==> config.mk <==
export PLATFORM = sky130hd
export DESIGN_NAME = master_slave_timer_sync
export DESIGN_NICKNAME = d
export VERILOG_FILES = /design/src/sync_timer_pkg.sv /design/src/master_slave_timer_sync.sv
export VERILOG_INCLUDE_DIRS = /design/src
export SDC_FILE = /design/constraint.sdc
export NUM_CORES = 1
export LEC_CHECK = 0
export BUFFER_PORTS_ARGS = -buffer_cell sky130_fd_sc_hd__buf_2
export CORE_ASPECT_RATIO = 1.4
export CORE_UTILIZATION = 38
export DETAILED_ROUTE_END_ITERATION = 8
export GPL_TIMING_DRIVEN = 0
export PLACE_DENSITY_LB_ADDON = 0.12
export SLEW_MARGIN = 25
export SYNTH_ARGS = -nofsm -noshare
export SYNTH_HDL_FRONTEND = slang
export SYNTH_SLANG_ARGS = --single-unit
==> constraint.sdc <==
create_clock -name mclk_in -period 2.3 [get_ports mclk_in]
set_clock_uncertainty 0.15 [all_clocks]
set_input_delay 0 -clock mclk_in [delete_from_list [all_inputs] [get_ports mclk_in]]
set_output_delay 0 -clock mclk_in [all_outputs]
set_load 0.01 [all_outputs]
==> src/sync_timer_regs.svh <==
// Register offsets, field positions, reset values and mode codes of the synchronized timer pair.
`ifndef SYNC_TIMER_REGS_SVH
`define SYNC_TIMER_REGS_SVH

// ----------------------------------------------------------------------------
// Register offsets (word addresses on the plain register port).
// ----------------------------------------------------------------------------
`define MASTER_CONTROL_REG_0_OFS 4'h0
`define MASTER_CONTROL_REG_1_OFS 4'h1
`define SLAVE_CONTROL_REG_0_OFS  4'h2
`define SLAVE_CONTROL_REG_1_OFS  4'h3
`define MASTER_COMPARE_0_OFS     4'h4
`define MASTER_COMPARE_1_OFS     4'h5
`define SLAVE_COMPARE_0_OFS      4'h6
`define SLAVE_COMPARE_1_OFS      4'h7
`define MASTER_COUNT_OFS         4'h8
`define SLAVE_COUNT_OFS          4'h9
`define STATUS_OFS               4'hA

// ----------------------------------------------------------------------------
// Field positions.
// ----------------------------------------------------------------------------
`define RUN_BIT_POS      0
`define SYNC_BIT_POS     7
`define MODE_LSB         0
`define MODE_MSB         2

// ----------------------------------------------------------------------------
// Mode codes and reset values.
// ----------------------------------------------------------------------------
`define MODE_FREE_RUN    3'h5
`define MODE_PWM         3'h4
`define MODE_TRI_PWM     3'h7
`define CTRL_RESET       8'h00
`define COMPARE_RESET    16'h0000
`define COUNT_RESET      16'h0000

`endif

==> src/sync_timer_pkg.sv <==
// Types shared by the synchronized timer pair.
package sync_timer_pkg;
   typedef enum logic [1:0] {
      pair_free_run,
      pair_pwm,
      pair_tri_pwm,
      pair_other
   } pair_mode_t;
endpackage

==> src/master_slave_timer_sync.sv <==
// Master and slave 16-bit timer pair with synchronized (tuned) operation.
//
// Operation
// - With sync on, slave starts with master and counts on master's count clock.
// - With sync on, clearing the master counter clears the slave counter in the same cycle.
// - Master mode: 101 free-running, 100 PWM, 111 triangular PWM; governs the pair.
// - With sync on, master run bit set to 1 starts the whole pair; software sets it last.
// - PWM with sync: slave output 0 is PWM; master output 0 toggles.
// - Free-running: compare writes reach the active compare at once.
// - PWM modes: buffered compares transfer only on master count equal compare 0.
`timescale 1ns/100ps
`include "sync_timer_regs.svh"

module master_slave_timer_sync (
   input  wire logic        mclk_in,
   input  wire logic        reset_in,
   input  wire logic        count_tick_in,
   input  wire logic [3:0]  addr_in,
   input  wire logic [15:0] wdata_in,
   input  wire logic        wr_in,
   input  wire logic        rd_in,
   output logic      [15:0] rdata_out,
   output logic             master_a_output_0_out,
   output logic             master_a_output_1_out,
   output logic             slave_a_output_0_out,
   output logic             slave_a_output_1_out
);

   // -------------------------------------------------------------------------
   // Register state.
   // -------------------------------------------------------------------------
   logic [7:0]  master_control_reg_0;
   logic [7:0]  master_control_reg_1;
   logic [7:0]  slave_control_reg_0;
   logic [7:0]  slave_control_reg_1;
   logic [15:0] master_compare_buf [2];
   logic [15:0] slave_compare_buf  [2];
   logic [15:0] master_compare_act [2];
   logic [15:0] slave_compare_act  [2];
   logic [15:0] master_count;
   logic [15:0] slave_count;
   logic [3:0]  outs;
   logic [15:0] rdata;

   logic [7:0]  next_master_control_reg_0;
   logic [7:0]  next_master_control_reg_1;
   logic [7:0]  next_slave_control_reg_0;
   logic [7:0]  next_slave_control_reg_1;
   logic [15:0] next_master_compare_buf [2];
   logic [15:0] next_slave_compare_buf  [2];
   logic [15:0] next_master_compare_act [2];
   logic [15:0] next_slave_compare_act  [2];
   logic [15:0] next_master_count;
   logic [15:0] next_slave_count;
   logic [3:0]  next_outs;
   logic [15:0] next_rdata;

   logic                     master_run;
   logic                     slave_run;
   logic                     sync_on;
   logic [2:0]               master_mode_field;
   logic [2:0]               slave_mode_field;
   sync_timer_pkg::pair_mode_t pair_mode;
   logic                     master_clear;
   logic                     transfer;
   logic                     pwm_like;

   // Decode of control fields.
   assign master_run        = master_control_reg_0[`RUN_BIT_POS];
   assign slave_run         = slave_control_reg_0[`RUN_BIT_POS];
   assign sync_on           = slave_control_reg_1[`SYNC_BIT_POS];
   assign master_mode_field = master_control_reg_1[`MODE_MSB:`MODE_LSB];
   assign slave_mode_field  = slave_control_reg_1[`MODE_MSB:`MODE_LSB];

   // Master mode selects the behaviour of the synchronized pair.
   always_comb begin
      unique case (master_mode_field)
         `MODE_FREE_RUN: pair_mode = sync_timer_pkg::pair_free_run;
         `MODE_PWM:      pair_mode = sync_timer_pkg::pair_pwm;
         `MODE_TRI_PWM:  pair_mode = sync_timer_pkg::pair_tri_pwm;
         default:        pair_mode = sync_timer_pkg::pair_other;
      endcase
   end

   // The master clears on compare 0 in the PWM modes, and wraps in free-running.
   assign pwm_like     = (pair_mode == sync_timer_pkg::pair_pwm) ||
                         (pair_mode == sync_timer_pkg::pair_tri_pwm);
   assign master_clear = master_run && count_tick_in && pwm_like &&
                         (master_count == master_compare_act[0]);
   assign transfer     = master_run && count_tick_in &&
                         (master_count == master_compare_act[0]);

   // -------------------------------------------------------------------------
   // Next-state logic for registers, counters and outputs.
   // -------------------------------------------------------------------------
   always_comb begin
      next_master_control_reg_0 = master_control_reg_0;
      next_master_control_reg_1 = master_control_reg_1;
      next_slave_control_reg_0  = slave_control_reg_0;
      next_slave_control_reg_1  = slave_control_reg_1;
      next_master_compare_buf   = master_compare_buf;
      next_slave_compare_buf    = slave_compare_buf;
      next_master_compare_act   = master_compare_act;
      next_slave_compare_act    = slave_compare_act;
      next_master_count         = master_count;
      next_slave_count          = slave_count;
      next_outs                 = outs;
      next_rdata                = 16'h0000;

      // Compare transfer in the PWM modes happens before a same-cycle write lands.
      if (pwm_like && transfer) begin
         next_master_compare_act = master_compare_buf;
         next_slave_compare_act  = slave_compare_buf;
      end

      // Register writes from software.
      if (wr_in) begin
         unique case (addr_in)
            `MASTER_CONTROL_REG_0_OFS: next_master_control_reg_0 = wdata_in[7:0];
            `MASTER_CONTROL_REG_1_OFS: next_master_control_reg_1 = wdata_in[7:0];
            `SLAVE_CONTROL_REG_0_OFS:  next_slave_control_reg_0  = wdata_in[7:0];
            `SLAVE_CONTROL_REG_1_OFS:  next_slave_control_reg_1  = wdata_in[7:0];
            `MASTER_COMPARE_0_OFS:     next_master_compare_buf[0] = wdata_in;
            `MASTER_COMPARE_1_OFS:     next_master_compare_buf[1] = wdata_in;
            `SLAVE_COMPARE_0_OFS:      next_slave_compare_buf[0]  = wdata_in;
            `SLAVE_COMPARE_1_OFS:      next_slave_compare_buf[1]  = wdata_in;
            default: ;
         endcase
         // Free-running mode writes straight through to the active compare.
         if (!pwm_like) begin
            unique case (addr_in)
               `MASTER_COMPARE_0_OFS: next_master_compare_act[0] = wdata_in;
               `MASTER_COMPARE_1_OFS: next_master_compare_act[1] = wdata_in;
               `SLAVE_COMPARE_0_OFS:  next_slave_compare_act[0]  = wdata_in;
               `SLAVE_COMPARE_1_OFS:  next_slave_compare_act[1]  = wdata_in;
               default: ;
            endcase
         end
      end

      // Master counter and its outputs.
      if (!master_run) begin
         next_master_count = `COUNT_RESET;
         next_outs[1:0]    = 2'h0;
      end else if (count_tick_in) begin
         if (master_clear) begin
            next_master_count = `COUNT_RESET;
         end else begin
            next_master_count = master_count + 16'h0001;
         end
         // Output 0 of the master always toggles on its compare 0 match.
         if (master_count == master_compare_act[0]) begin
            next_outs[0] = ~outs[0];
         end
         if (pwm_like) begin
            if (master_clear) begin
               next_outs[1] = 1'b0;
            end else if (master_count == master_compare_act[1]) begin
               next_outs[1] = 1'b1;
            end
         end else if (master_count == master_compare_act[1]) begin
            next_outs[1] = ~outs[1];
         end
      end

      // Slave counter: in sync it follows the master run state and tick, not its own run bit.
      if (sync_on) begin
         if (!master_run) begin
            next_slave_count = `COUNT_RESET;
            next_outs[3:2]   = 2'h0;
         end else if (count_tick_in) begin
            if (master_clear) begin
               next_slave_count = `COUNT_RESET;
            end else begin
               next_slave_count = slave_count + 16'h0001;
            end
            // Both slave outputs go PWM in sync PWM; the period comes from the master.
            if (pwm_like) begin
               if (master_clear) begin
                  next_outs[3:2] = 2'h0;
               end else begin
                  if (slave_count == slave_compare_act[0]) next_outs[2] = 1'b1;
                  if (slave_count == slave_compare_act[1]) next_outs[3] = 1'b1;
               end
            end else begin
               if (slave_count == slave_compare_act[0]) next_outs[2] = ~outs[2];
               if (slave_count == slave_compare_act[1]) next_outs[3] = ~outs[3];
            end
         end
      end else if (!slave_run) begin
         next_slave_count = `COUNT_RESET;
         next_outs[3:2]   = 2'h0;
      end else if (count_tick_in) begin
         // Unsynchronized slave runs free on its own run bit; both outputs toggle.
         next_slave_count = slave_count + 16'h0001;
         if (slave_count == slave_compare_act[0]) next_outs[2] = ~outs[2];
         if (slave_count == slave_compare_act[1]) next_outs[3] = ~outs[3];
      end

      // Read data, valid in the cycle after the strobe.
      if (rd_in) begin
         unique case (addr_in)
            `MASTER_CONTROL_REG_0_OFS: next_rdata = {8'h00, master_control_reg_0};
            `MASTER_CONTROL_REG_1_OFS: next_rdata = {8'h00, master_control_reg_1};
            `SLAVE_CONTROL_REG_0_OFS:  next_rdata = {8'h00, slave_control_reg_0};
            `SLAVE_CONTROL_REG_1_OFS:  next_rdata = {8'h00, slave_control_reg_1};
            `MASTER_COMPARE_0_OFS:     next_rdata = master_compare_buf[0];
            `MASTER_COMPARE_1_OFS:     next_rdata = master_compare_buf[1];
            `SLAVE_COMPARE_0_OFS:      next_rdata = slave_compare_buf[0];
            `SLAVE_COMPARE_1_OFS:      next_rdata = slave_compare_buf[1];
            `MASTER_COUNT_OFS:         next_rdata = master_count;
            `SLAVE_COUNT_OFS:          next_rdata = slave_count;
            `STATUS_OFS:               next_rdata = {9'h000, slave_mode_field, outs};
            default:                   next_rdata = 16'h0000;
         endcase
      end
   end

   // -------------------------------------------------------------------------
   // State registers.
   // -------------------------------------------------------------------------
   always_ff @(posedge mclk_in) begin
      if (reset_in) begin
         master_control_reg_0 <= `CTRL_RESET;
         master_control_reg_1 <= `CTRL_RESET;
         slave_control_reg_0  <= `CTRL_RESET;
         slave_control_reg_1  <= `CTRL_RESET;
         master_compare_buf   <= '{`COMPARE_RESET, `COMPARE_RESET};
         slave_compare_buf    <= '{`COMPARE_RESET, `COMPARE_RESET};
         master_compare_act   <= '{`COMPARE_RESET, `COMPARE_RESET};
         slave_compare_act    <= '{`COMPARE_RESET, `COMPARE_RESET};
         master_count         <= `COUNT_RESET;
         slave_count          <= `COUNT_RESET;
         outs                 <= 4'h0;
         rdata                <= 16'h0000;
      end else begin
         master_control_reg_0 <= next_master_control_reg_0;
         master_control_reg_1 <= next_master_control_reg_1;
         slave_control_reg_0  <= next_slave_control_reg_0;
         slave_control_reg_1  <= next_slave_control_reg_1;
         master_compare_buf   <= next_master_compare_buf;
         slave_compare_buf    <= next_slave_compare_buf;
         master_compare_act   <= next_master_compare_act;
         slave_compare_act    <= next_slave_compare_act;
         master_count         <= next_master_count;
         slave_count          <= next_slave_count;
         outs                 <= next_outs;
         rdata                <= next_rdata;
      end
   end

   // Outputs come straight from flip-flops.
   assign rdata_out             = rdata;
   assign master_a_output_0_out = outs[0];
   assign master_a_output_1_out = outs[1];
   assign slave_a_output_0_out  = outs[2];
   assign slave_a_output_1_out  = outs[3];

endmodule

# Word-level counts from Yosys, hierarchy flattened
# Cells that the tools add are included.
# word_totals
register_bits	212
in_bits	25
# classes
add_sub_neg	2
eq_ne	23
n_mux	34
bitwise	6
n_reduce_logical	24
# op_table
op	count
$mux W32	6
$mux W16	11
$pmux W16 S11	1
$eq A16 B16 Y1	4
$add A16 B1 Y16 const B	2
$reduce_and A2 Y1	10
$eq A4 B3 Y1 const B	4
$mux W2	7
$eq A4 B4 Y1 const B	3
$ne A5 B4 Y1 const B	2
$eq A3 B3 Y1 const B	3
$reduce_and A3 Y1	3
$eq A4 B2 Y1 const B	2
$mux W1	8
$not A1 Y1	6
$pmux W2 S3	1
$logic_and A1 B1 Y1	5
$eq A4 B1 Y1 const B	1
$logic_not A4 Y1	1
$reduce_bool A2 Y1	2
$reduce_or A2 Y1	2
$ne A3 B2 Y1 const B	1
$ne A3 B3 Y1 const B	1
$eq A2 B1 Y1 const B	1
2 further kinds	2

# Depth between registers and ports, before layout
# Gate-level depths: netlist of run 1.
# depth
ltp_word	11
ltp_mapped	8
depth_no_buf	5

# Least setup slack after synthesis of run 1
# OpenSTA, ideal clock, no wires.
# synth_timing
path_kind	reg-to-reg
from	register master_count[0]
to	register slave_count[11]
arrival_ps	1786
t_required_ps	2035
setup_slack_ps	249
path_stages_with_launch	9
path_buffers	3
period_less_slack_ps	2051
cell_sequence	dfxtp_1 > buf_6 > inv_2 > a222oi_1 > buf_4 > nand3_2 > o31ai_4 > buf_6 > nor2_1
# synth_between
elab_chain_cells	6
# synth_rtl
item	line_no	source
from (decl)	master_slave_timer_sync.sv:40	logic [15:0] master_count;
from (signal assigned)	master_slave_timer_sync.sv:232	master_count <= `COUNT_RESET;
from (signal assigned)	master_slave_timer_sync.sv:245	master_count <= next_master_count;
$eq A16 B16 Y1	master_slave_timer_sync.sv:89	(master_count == master_compare_act[0]);
$logic_and A1 B1 Y1	master_slave_timer_sync.sv:88	assign master_clear = master_run && count_tick_in && pwm_like &&
$mux W16	master_slave_timer_sync.sv:172	if (master_clear) begin
$mux W16	master_slave_timer_sync.sv:171	end else if (count_tick_in) begin
$mux W16	master_slave_timer_sync.sv:168	if (!master_run) begin
$mux W16	master_slave_timer_sync.sv:167	if (sync_on) begin
to (signal assigned)	master_slave_timer_sync.sv:233	slave_count <= `COUNT_RESET;
to (signal assigned)	master_slave_timer_sync.sv:246	slave_count <= next_slave_count;
to (decl)	master_slave_timer_sync.sv:41	logic [15:0] slave_count;
# Every way passes these cells. The select of a mux whose other input is x is not followed.
# A chain may end at the register's enable or synchronous reset.

# Final worst setup path of run 1
# layout_timing
from	register master_control_reg_1[0]
to	register master_compare_act[9] in the netlist's numbering
# layout_between
elab_chain_cells	9
# layout_rtl
item	line_no	source
from (decl)	master_slave_timer_sync.sv:33	logic [7:0] master_control_reg_1;
from (signal assigned)	master_slave_timer_sync.sv:225	master_control_reg_1 <= `CTRL_RESET;
from (signal assigned)	master_slave_timer_sync.sv:238	master_control_reg_1 <= next_master_control_reg_1;
$eq A3 B3 Y1	master_slave_timer_sync.sv:77	unique case (master_mode_field)
$pmux W2 S3 (*)	master_slave_timer_sync.sv:77	
$eq A2 B1 Y1 / $eq A2 B2 Y1 (equally long branches)	master_slave_timer_sync.sv:86, master_slave_timer_sync.sv:87	
$logic_or A1 B1 Y1 (*)	master_slave_timer_sync.sv:86	assign pwm_like = (pair_mode == sync_timer_pkg::pair_pwm) ||
$logic_and A1 B1 Y1	master_slave_timer_sync.sv:111	if (pwm_like && transfer) begin
$mux W32	master_slave_timer_sync.sv:111	
$mux W16	master_slave_timer_sync.sv:131	unique case (addr_in)
$mux W32	master_slave_timer_sync.sv:130	if (!pwm_like) begin
$mux W32 (*)	master_slave_timer_sync.sv:117	if (wr_in) begin
to (signal assigned)	master_slave_timer_sync.sv:230	master_compare_act <= '{`COMPARE_RESET, `COMPARE_RESET};
to (signal assigned)	master_slave_timer_sync.sv:243	master_compare_act <= next_master_compare_act;
to (decl)	master_slave_timer_sync.sv:38	logic [15:0] master_compare_act [2];
# Every way passes the cells marked *; elsewhere a longest branch is shown, timed or not.

==> results_dict.tcl, run 1 <==
set metrics [dict create \
    synth.distinct_cells 71 \
    htreeDepth 1 \
    crit_slowest_cell "and2_1" \
    worstPathRequired_ns 2.56 \
    cts_num_sinks 212 \
    async_flop_share_pct 0 \
    dieArea_sq_mm 0.0296 \
    drive_gt1_share_pct 14.9 \
    synth-edff-count 0 \
    synth.avg_cell_area_sq_um 7.99 \
    reg2reg_slack_ns 0.06 \
    ios 45 \
    cts_tree "built" \
    wl_met3_um 2610 \
    critical_path.startpoint_type "register" \
    peakVddDrop_mv 0.492 \
    synth_seq_cells 212 \
    area_growth_pct 17.4 \
    seq_area_frac_synth_pct 38.6 \
    wl_met1_um 18700 \
    holdWs_ns 0.0479 \
    cap_violations 0 \
    die_w_um 146 \
    clock_latency_ns 0.55 \
    min_period_over_period_pct 97.4 \
    ctsRootBufferMaster "clkbuf_16" \
    finalCriticalPeriod_ns 2.24 \
    crit_chain "xnor2_4 > and2_1 > nor2_1 > buf_4 > a31oi_1 > a211oi_1" \
    vias 10773 \
    grt_pass1_wl_um 68400 \
    worstSetupEndpointType "register" \
    hold_viol_final 0 \
    viasPerCell 5.83 \
    wirelength_um 46800 \
    numCtsBuffers 24 \
    r2r_cells 6 \
    wire_per_inst_um 25.3 \
    drtIter0Drc 951 \
    final_core_util_pct 45.4 \
    tightestPinTransition_ns 1.13 \
    arrival_ns 2.50 \
    io_buffers 35 \
    power_density_mw_per_mm2 673 \
    synth_area_leader_cell "dfxtp_1" \
    slew_viol_final 0 \
    cts_buffer_depth 3 \
    grt_max_degree 14 \
    synthCells 1375 \
    p_leak_nw 4.80 \
    yosys.area.top_type_share_pct 38.6 \
    startpoint "master_control_reg_1[0]" \
    grt_use_total_pct 31.5 \
    placed_cells 1785 \
    synthTopCellsByArea "dfxtp_1 (39%), nand2_1 (5.8%), nor2_1 (4.6%)" \
    finish.cell_count_without_fillers 1848 \
    path_class "reg -> reg" \
    grt_overflow_total 0 \
    endpoint "master_compare_act[9]" \
    n_antenna_cell 0 \
    core_area_sq_mm 0.0284 \
    synthesis.nets 1402 \
    cp_max_fo 10 \
    slowest_delay_ns 0.50 \
    synthesis.area_sq_mm 0.0110 \
    timing.rr.end "master_compare_act[9]" \
    grt_pass1_vias 10387 \
    fill_cells 2909 \
    relSlewSlack_pct 24.8 \
    wl_met2_um 21600 \
    top_layer "met4" \
    gp_congestion 0.996 \
    drt.antenna.violating_nets 0 \
    setup_viol 0 \
    worst_hold_path_type "in -> reg" \
    holdPathStages 4 \
    die_y_um 203 \
    num_rows 73 \
    start_util_pct 38.7 \
    antenna_found_initial 1 \
    yosys_most_used_dff "dfxtp_1" \
    post-dp-hpwl_um 34800 \
    clock.fmax_mhz 446 \
    yosysWarnings 0 \
    drcViolationCount 0 \
    status "finished, final reports clean" \
    path_clk_slew_ns 0.06 \
    nets 1483 \
    r2r-start "master_control_reg_1[0]" \
    drt_pass1_iterations 6 \
]
[synthesized netlist by cell type, types with 4 or more instances]
| cell | instances |
|---|---|
| nand2_2 | 4 |
| dfxtp_1 | 212 |
| a22o_1 | 5 |
| nor2b_1 | 7 |
| clkbuf_1 | 96 |
| and3_2 | 15 |
| and2_1 | 7 |
| buf_4 | 15 |
| nor3_1 | 9 |
| nor4_1 | 18 |
| a21oi_1 | 90 |
| buf_2 | 20 |
| nand4_1 | 14 |
| mux2_2 | 7 |
| nand3_1 | 33 |
| buf_6 | 9 |
| a31oi_1 | 73 |
| nor2_1 | 136 |
| a211oi_1 | 64 |
| xnor2_1 | 37 |
| nand2_1 | 171 |
| mux2i_1 | 24 |
| xor2_1 | 54 |
| nand2b_1 | 8 |
| and4_1 | 4 |
| inv_1 | 12 |
| a221oi_1 | 4 |
| a22oi_1 | 38 |
| and3_1 | 53 |
| o21ai_0 | 70 |
| clkbuf_2 | 4 |
[per-stage QoR]
| step | total power (W) | area [sq um] | setup TNS [ns] | setup WS, ns |
|---|---|---|---|---|
| finish | 0.00868 | 12900 | 0 | 0.0597 |
| global route | 0.00889 | 12900 | -0.00722 | -0.00722 |
| CTS | 0.00869 | 12800 | 0 | 0.00552 |
| detailed placement | 0.00454 | 11600 | -30.37 | -0.411 |
| global placement | 0.00453 | 11600 | -29.98 | -0.406 |
| floorplan | 0.00426 | 11000 | 0 | 0.249 |
[where the power goes]
group	switching, W	leakage, nW	internal, W	total [W]
clock	0.00166	0.410	0.00249	0.00414
sequential	0.0000479	1.72	0.00372	0.00376
combinational	0.000529	2.67	0.000246	0.000775
total	0.00223	4.80	0.00645	0.00868
[how the worst min path moves through the flow]
stage	slack [ns]	endpoint	startpoint
CTS	0.03	master_compare_buf[5]	wr_in
finish	0.05	master_compare_buf[5]	wr_in
detailed placement	0.16	slave_compare_buf[13]	wdata_in[13]
floorplan	0.03	master_compare_act[21]	wdata_in[5]
global placement	0.15	slave_compare_buf[13]	wdata_in[13]
global route	0.09	master_compare_buf[2]	wr_in
[final cells by class]
cell class / instances / area, sq um / share of cell area (%)
buffer: 138 / 771 / 5.97
clock buffer: 35 / 713 / 5.53
clock inverter: 8 / 124 / 0.960
inverter: 14 / 52.6 / 0.407
multi-input combinational: 998 / 6020 / 46.7
sequential: 212 / 4260 / 33.1
tap: 375 / 469 / 3.64
timing repair buffer: 68 / 485 / 3.76
[cells by family (layout without fill, tap and decap cells)]
family | after synthesis | after routing | share of synthesized area (%)
AOI/OAI and AO/OA | 376 | 376 | 21.9
muxes | 31 | 31 | 2.90
and+or+nand+nor | 498 | 498 | 21.8
buffers and inverters | 165 | 263 | 7.32
adders and majority gates | 2 | 2 | 0.228
DFF | 212 | 212 | 38.6
xor gates and xnor gates | 91 | 91 | 7.25
[per-layer routing]
metal  vias up  GRT usage (%)
met1      5151           37.8
met5         -              0
met4         0           24.4
li1       5027              -
met2       438           52.2
met3       157           2.91
[cells in the final DEF, fill, tap and decap left out, drive strengths merged, types with 24 or more instances in the layout]
cell type / netlist / layout
dfxtp: 212 / 212
and3: 68 / 68
xnor2: 37 / 37
a21oi: 90 / 90
buf: 48 / 97
xor2: 54 / 54
a22oi: 38 / 38
nand2: 175 / 175
nor2: 136 / 136
o21ai: 70 / 70
mux2i: 24 / 24
a31oi: 73 / 73
clkbuf: 101 / 123
a211oi: 64 / 64
nand3: 34 / 34
[what timing repair did]
action,in CTS,in global routing
hold endpoints to repair,99,0
setup endpoints to repair,100,86
hold buffers,20,0
buffers inserted,7,6
gates resized for setup,26,76
pin swaps,4,5
[worst max-delay path: cells and delay by family (launching register included)]
kind	cells	cell delay [ns]
XOR/XNOR	1	0.28
AND/OR/NAND/NOR	2	0.72
flip-flops	1	0.37
AO/OA/AOI/OAI	2	0.35
buffers and inverters	1	0.22
[flip-flops by register name, indices dropped and copies added, names as in the netlist]
| name | flops |
|---|---|
| master_compare_act | 32 |
| master_compare_buf | 32 |
| master_control_reg_0 | 8 |
| master_control_reg_1 | 8 |
| master_count | 16 |
| outs | 4 |
| rdata_out | 16 |
| slave_compare_act | 32 |
| slave_compare_buf | 32 |
| slave_control_reg_0 | 8 |
| slave_control_reg_1 | 8 |
| slave_count | 16 |
Note: power is estimated with default switching activity, not from simulation.
==> run 2: changes to the inputs <==
--- a/config.mk
+++ b/config.mk
@@ -8,7 +8,7 @@
 export LEC_CHECK = 0
 export BUFFER_PORTS_ARGS = -buffer_cell sky130_fd_sc_hd__buf_2
 export CORE_ASPECT_RATIO = 1.4
-export CORE_UTILIZATION = 38
+export CORE_UTILIZATION = 40
 export DETAILED_ROUTE_END_ITERATION = 8
 export GPL_TIMING_DRIVEN = 0
 export PLACE_DENSITY_LB_ADDON = 0.12
==> run 2 against run 1 <==
Die area down 4.9%. Register-to-register slack worse by 0.02 ns. Total power up 3.5%. Count of clock-buffer cells in the layout down 5. Largest cell class unchanged.
==> results_dict.tcl, run 2 (synthesis gave the netlist of run 1 again) <==
set metrics [dict create \
    finalCriticalPeriod_ns 2.26 \
    relSlewSlack_pct 25.5 \
    cp_max_fo 10 \
    fin_ws_ns 0.0426 \
    critical_path.startpoint_type "register" \
    drcViolationCount 0 \
    peakVddDrop_mv 0.490 \
    n_antenna_cell 0 \
    crit_slowest_cell "dfxtp_1" \
    grt_overflow_total 0 \
    grt_use_total_pct 32.6 \
    grt_pass1_vias 10375 \
    worst_hold_path_type "in -> reg" \
    cap_violations 0 \
    final_cell_mix "dfxtp_1 (201), nand2_1 (171), nor2_1 (133)" \
    core_area_sq_mm 0.0269 \
    dieArea_sq_mm 0.0282 \
    tightestPinTransition_ns 1.12 \
    arrival_ns 2.54 \
    die_w_um 142 \
    rsz0062_at_grt "yes" \
    start_util_pct 40.8 \
    htreeDepth 1 \
    p_leak_nw 4.83 \
    io_buffers 35 \
    worstSetupEndpointType "register" \
    drtIter0Drc 1031 \
    power_density_mw_per_mm2 692 \
    wirelength_um 45300 \
    drive_gt1_share_pct 15.3 \
    layout.cells.most_common "dfxtp_1" \
    cp_top_family "buffers and inverters" \
    num_rows 71 \
    nets 1484 \
    wire_per_inst_um 24.6 \
    slew_viol_final 0 \
    cts_buffer_depth 3 \
    hold_viol_final 0 \
    grt_pass1_wl_um 66400 \
    place_ws_ns -0.455 \
    finish.instance_area_sq_mm 0.0130 \
    vias 10715 \
    grt_max_degree 15 \
    crit_chain "clkbuf_4 > xor2_1 > nor3_2 > and4_1 > buf_6 > buf_4 > a31oi_1 > a211oi_2" \
    worstPathRequired_ns 2.58 \
    ios 45 \
    gp_congestion 1.06 \
    clock.fmax_mhz 443 \
    slowest_delay_ns 0.32 \
    ctsRootBufferMaster "clkbuf_16" \
    placed_cells 1775 \
    cts_num_sinks 212 \
    antenna_found_initial 0 \
    drt.antenna.violating_nets 0 \
    clock_latency_ns 0.53 \
    status "finished, final reports clean" \
    cts_tree "built" \
    finish.cell_count_without_fillers 1840 \
    die_y_um 198 \
    numCtsBuffers 24 \
    min_period_over_period_pct 98.1 \
    area_growth_pct 18.2 \
    placed_area_sq_mm 0.0116 \
    path_class "reg -> reg" \
    holdWs_ns 0.103 \
    path_clk_slew_ns 0.07 \
    critical_path_buf_inv_count 3 \
    drt_pass1_iterations 8 \
    setup_viol 0 \
    viasPerCell 5.82 \
    post-dp-hpwl_um 34100 \
]
run 2: worst paths after layout:
path                                             start                endpoint  slack, ns  depth (start not counted)
worst max-delay path                   master_count[1]  master_compare_act[23]       0.04                          8
worst min-delay path                        addr_in[3]  master_compare_buf[31]       0.10                          6
worst max register to register         master_count[1]  master_compare_act[23]       0.04                          8
worst min register to register  slave_control_reg_0[4]  slave_control_reg_0[4]       0.31                          2
run 2: area by class of cell:
cell class | instances | area (sq um)
Fill cell | 2732 | 13900
Multi-Input combinational cell | 998 | 6050
Sequential cell | 212 | 4260
Buffer | 138 | 771
Clock buffer | 30 | 684
Timing Repair Buffer | 69 | 480
Tap cell | 365 | 457
Clock inverter | 14 | 239
Inverter | 14 | 52.6
run 2: timing repair:
item                                   4_1_cts  5_1_grt
setup buffers                                6        6
pin swaps                                    3       16
endpoints found under the hold margin      104        0
gates cloned                                 0        1
setup endpoints to repair                  100       87
hold buffers                                21        0
resized for setup                           24       95
run 2: per-stage QoR:
stage / TNS, ns / util [%] / total power, W
6_report: 0 / 48.3 / 0.00899
5_1_grt: -0.203 / 48.3 / 0.00923
4_1_cts: 0 / 47.7 / 0.00897
3_5_place_dp: -35.23 / 43.2 / 0.00453
3_3_place_gp: -34.89 / 43.2 / 0.00452
2_1_floorplan: 0 / - / 0.00426
run 2: where the power goes:
| part | leakage [nW] | switching, W | total, W | internal, W |
|---|---|---|---|---|
| clock | 0.446 | 0.00168 | 0.00447 | 0.00279 |
| sequential | 1.72 | 0.0000477 | 0.00377 | 0.00372 |
| combinational | 2.67 | 0.000521 | 0.000758 | 0.000237 |
run 2: tightest hold or removal path: stages:
cell     delay [ns]
buf_2          0.15
nor4b_1        0.11
and2_1         0.16
buf_4          0.18
nand2_1        0.08
a21oi_1        0.05
run 2: layer usage:
metal,up-vias,GRT usage [%],share of wire [%]
li1,5051,-,-
met1,5053,38.4,39
met2,465,54.4,47
met3,146,4.23,6.3
met4,0,23.5,7.9
met5,-,0,0
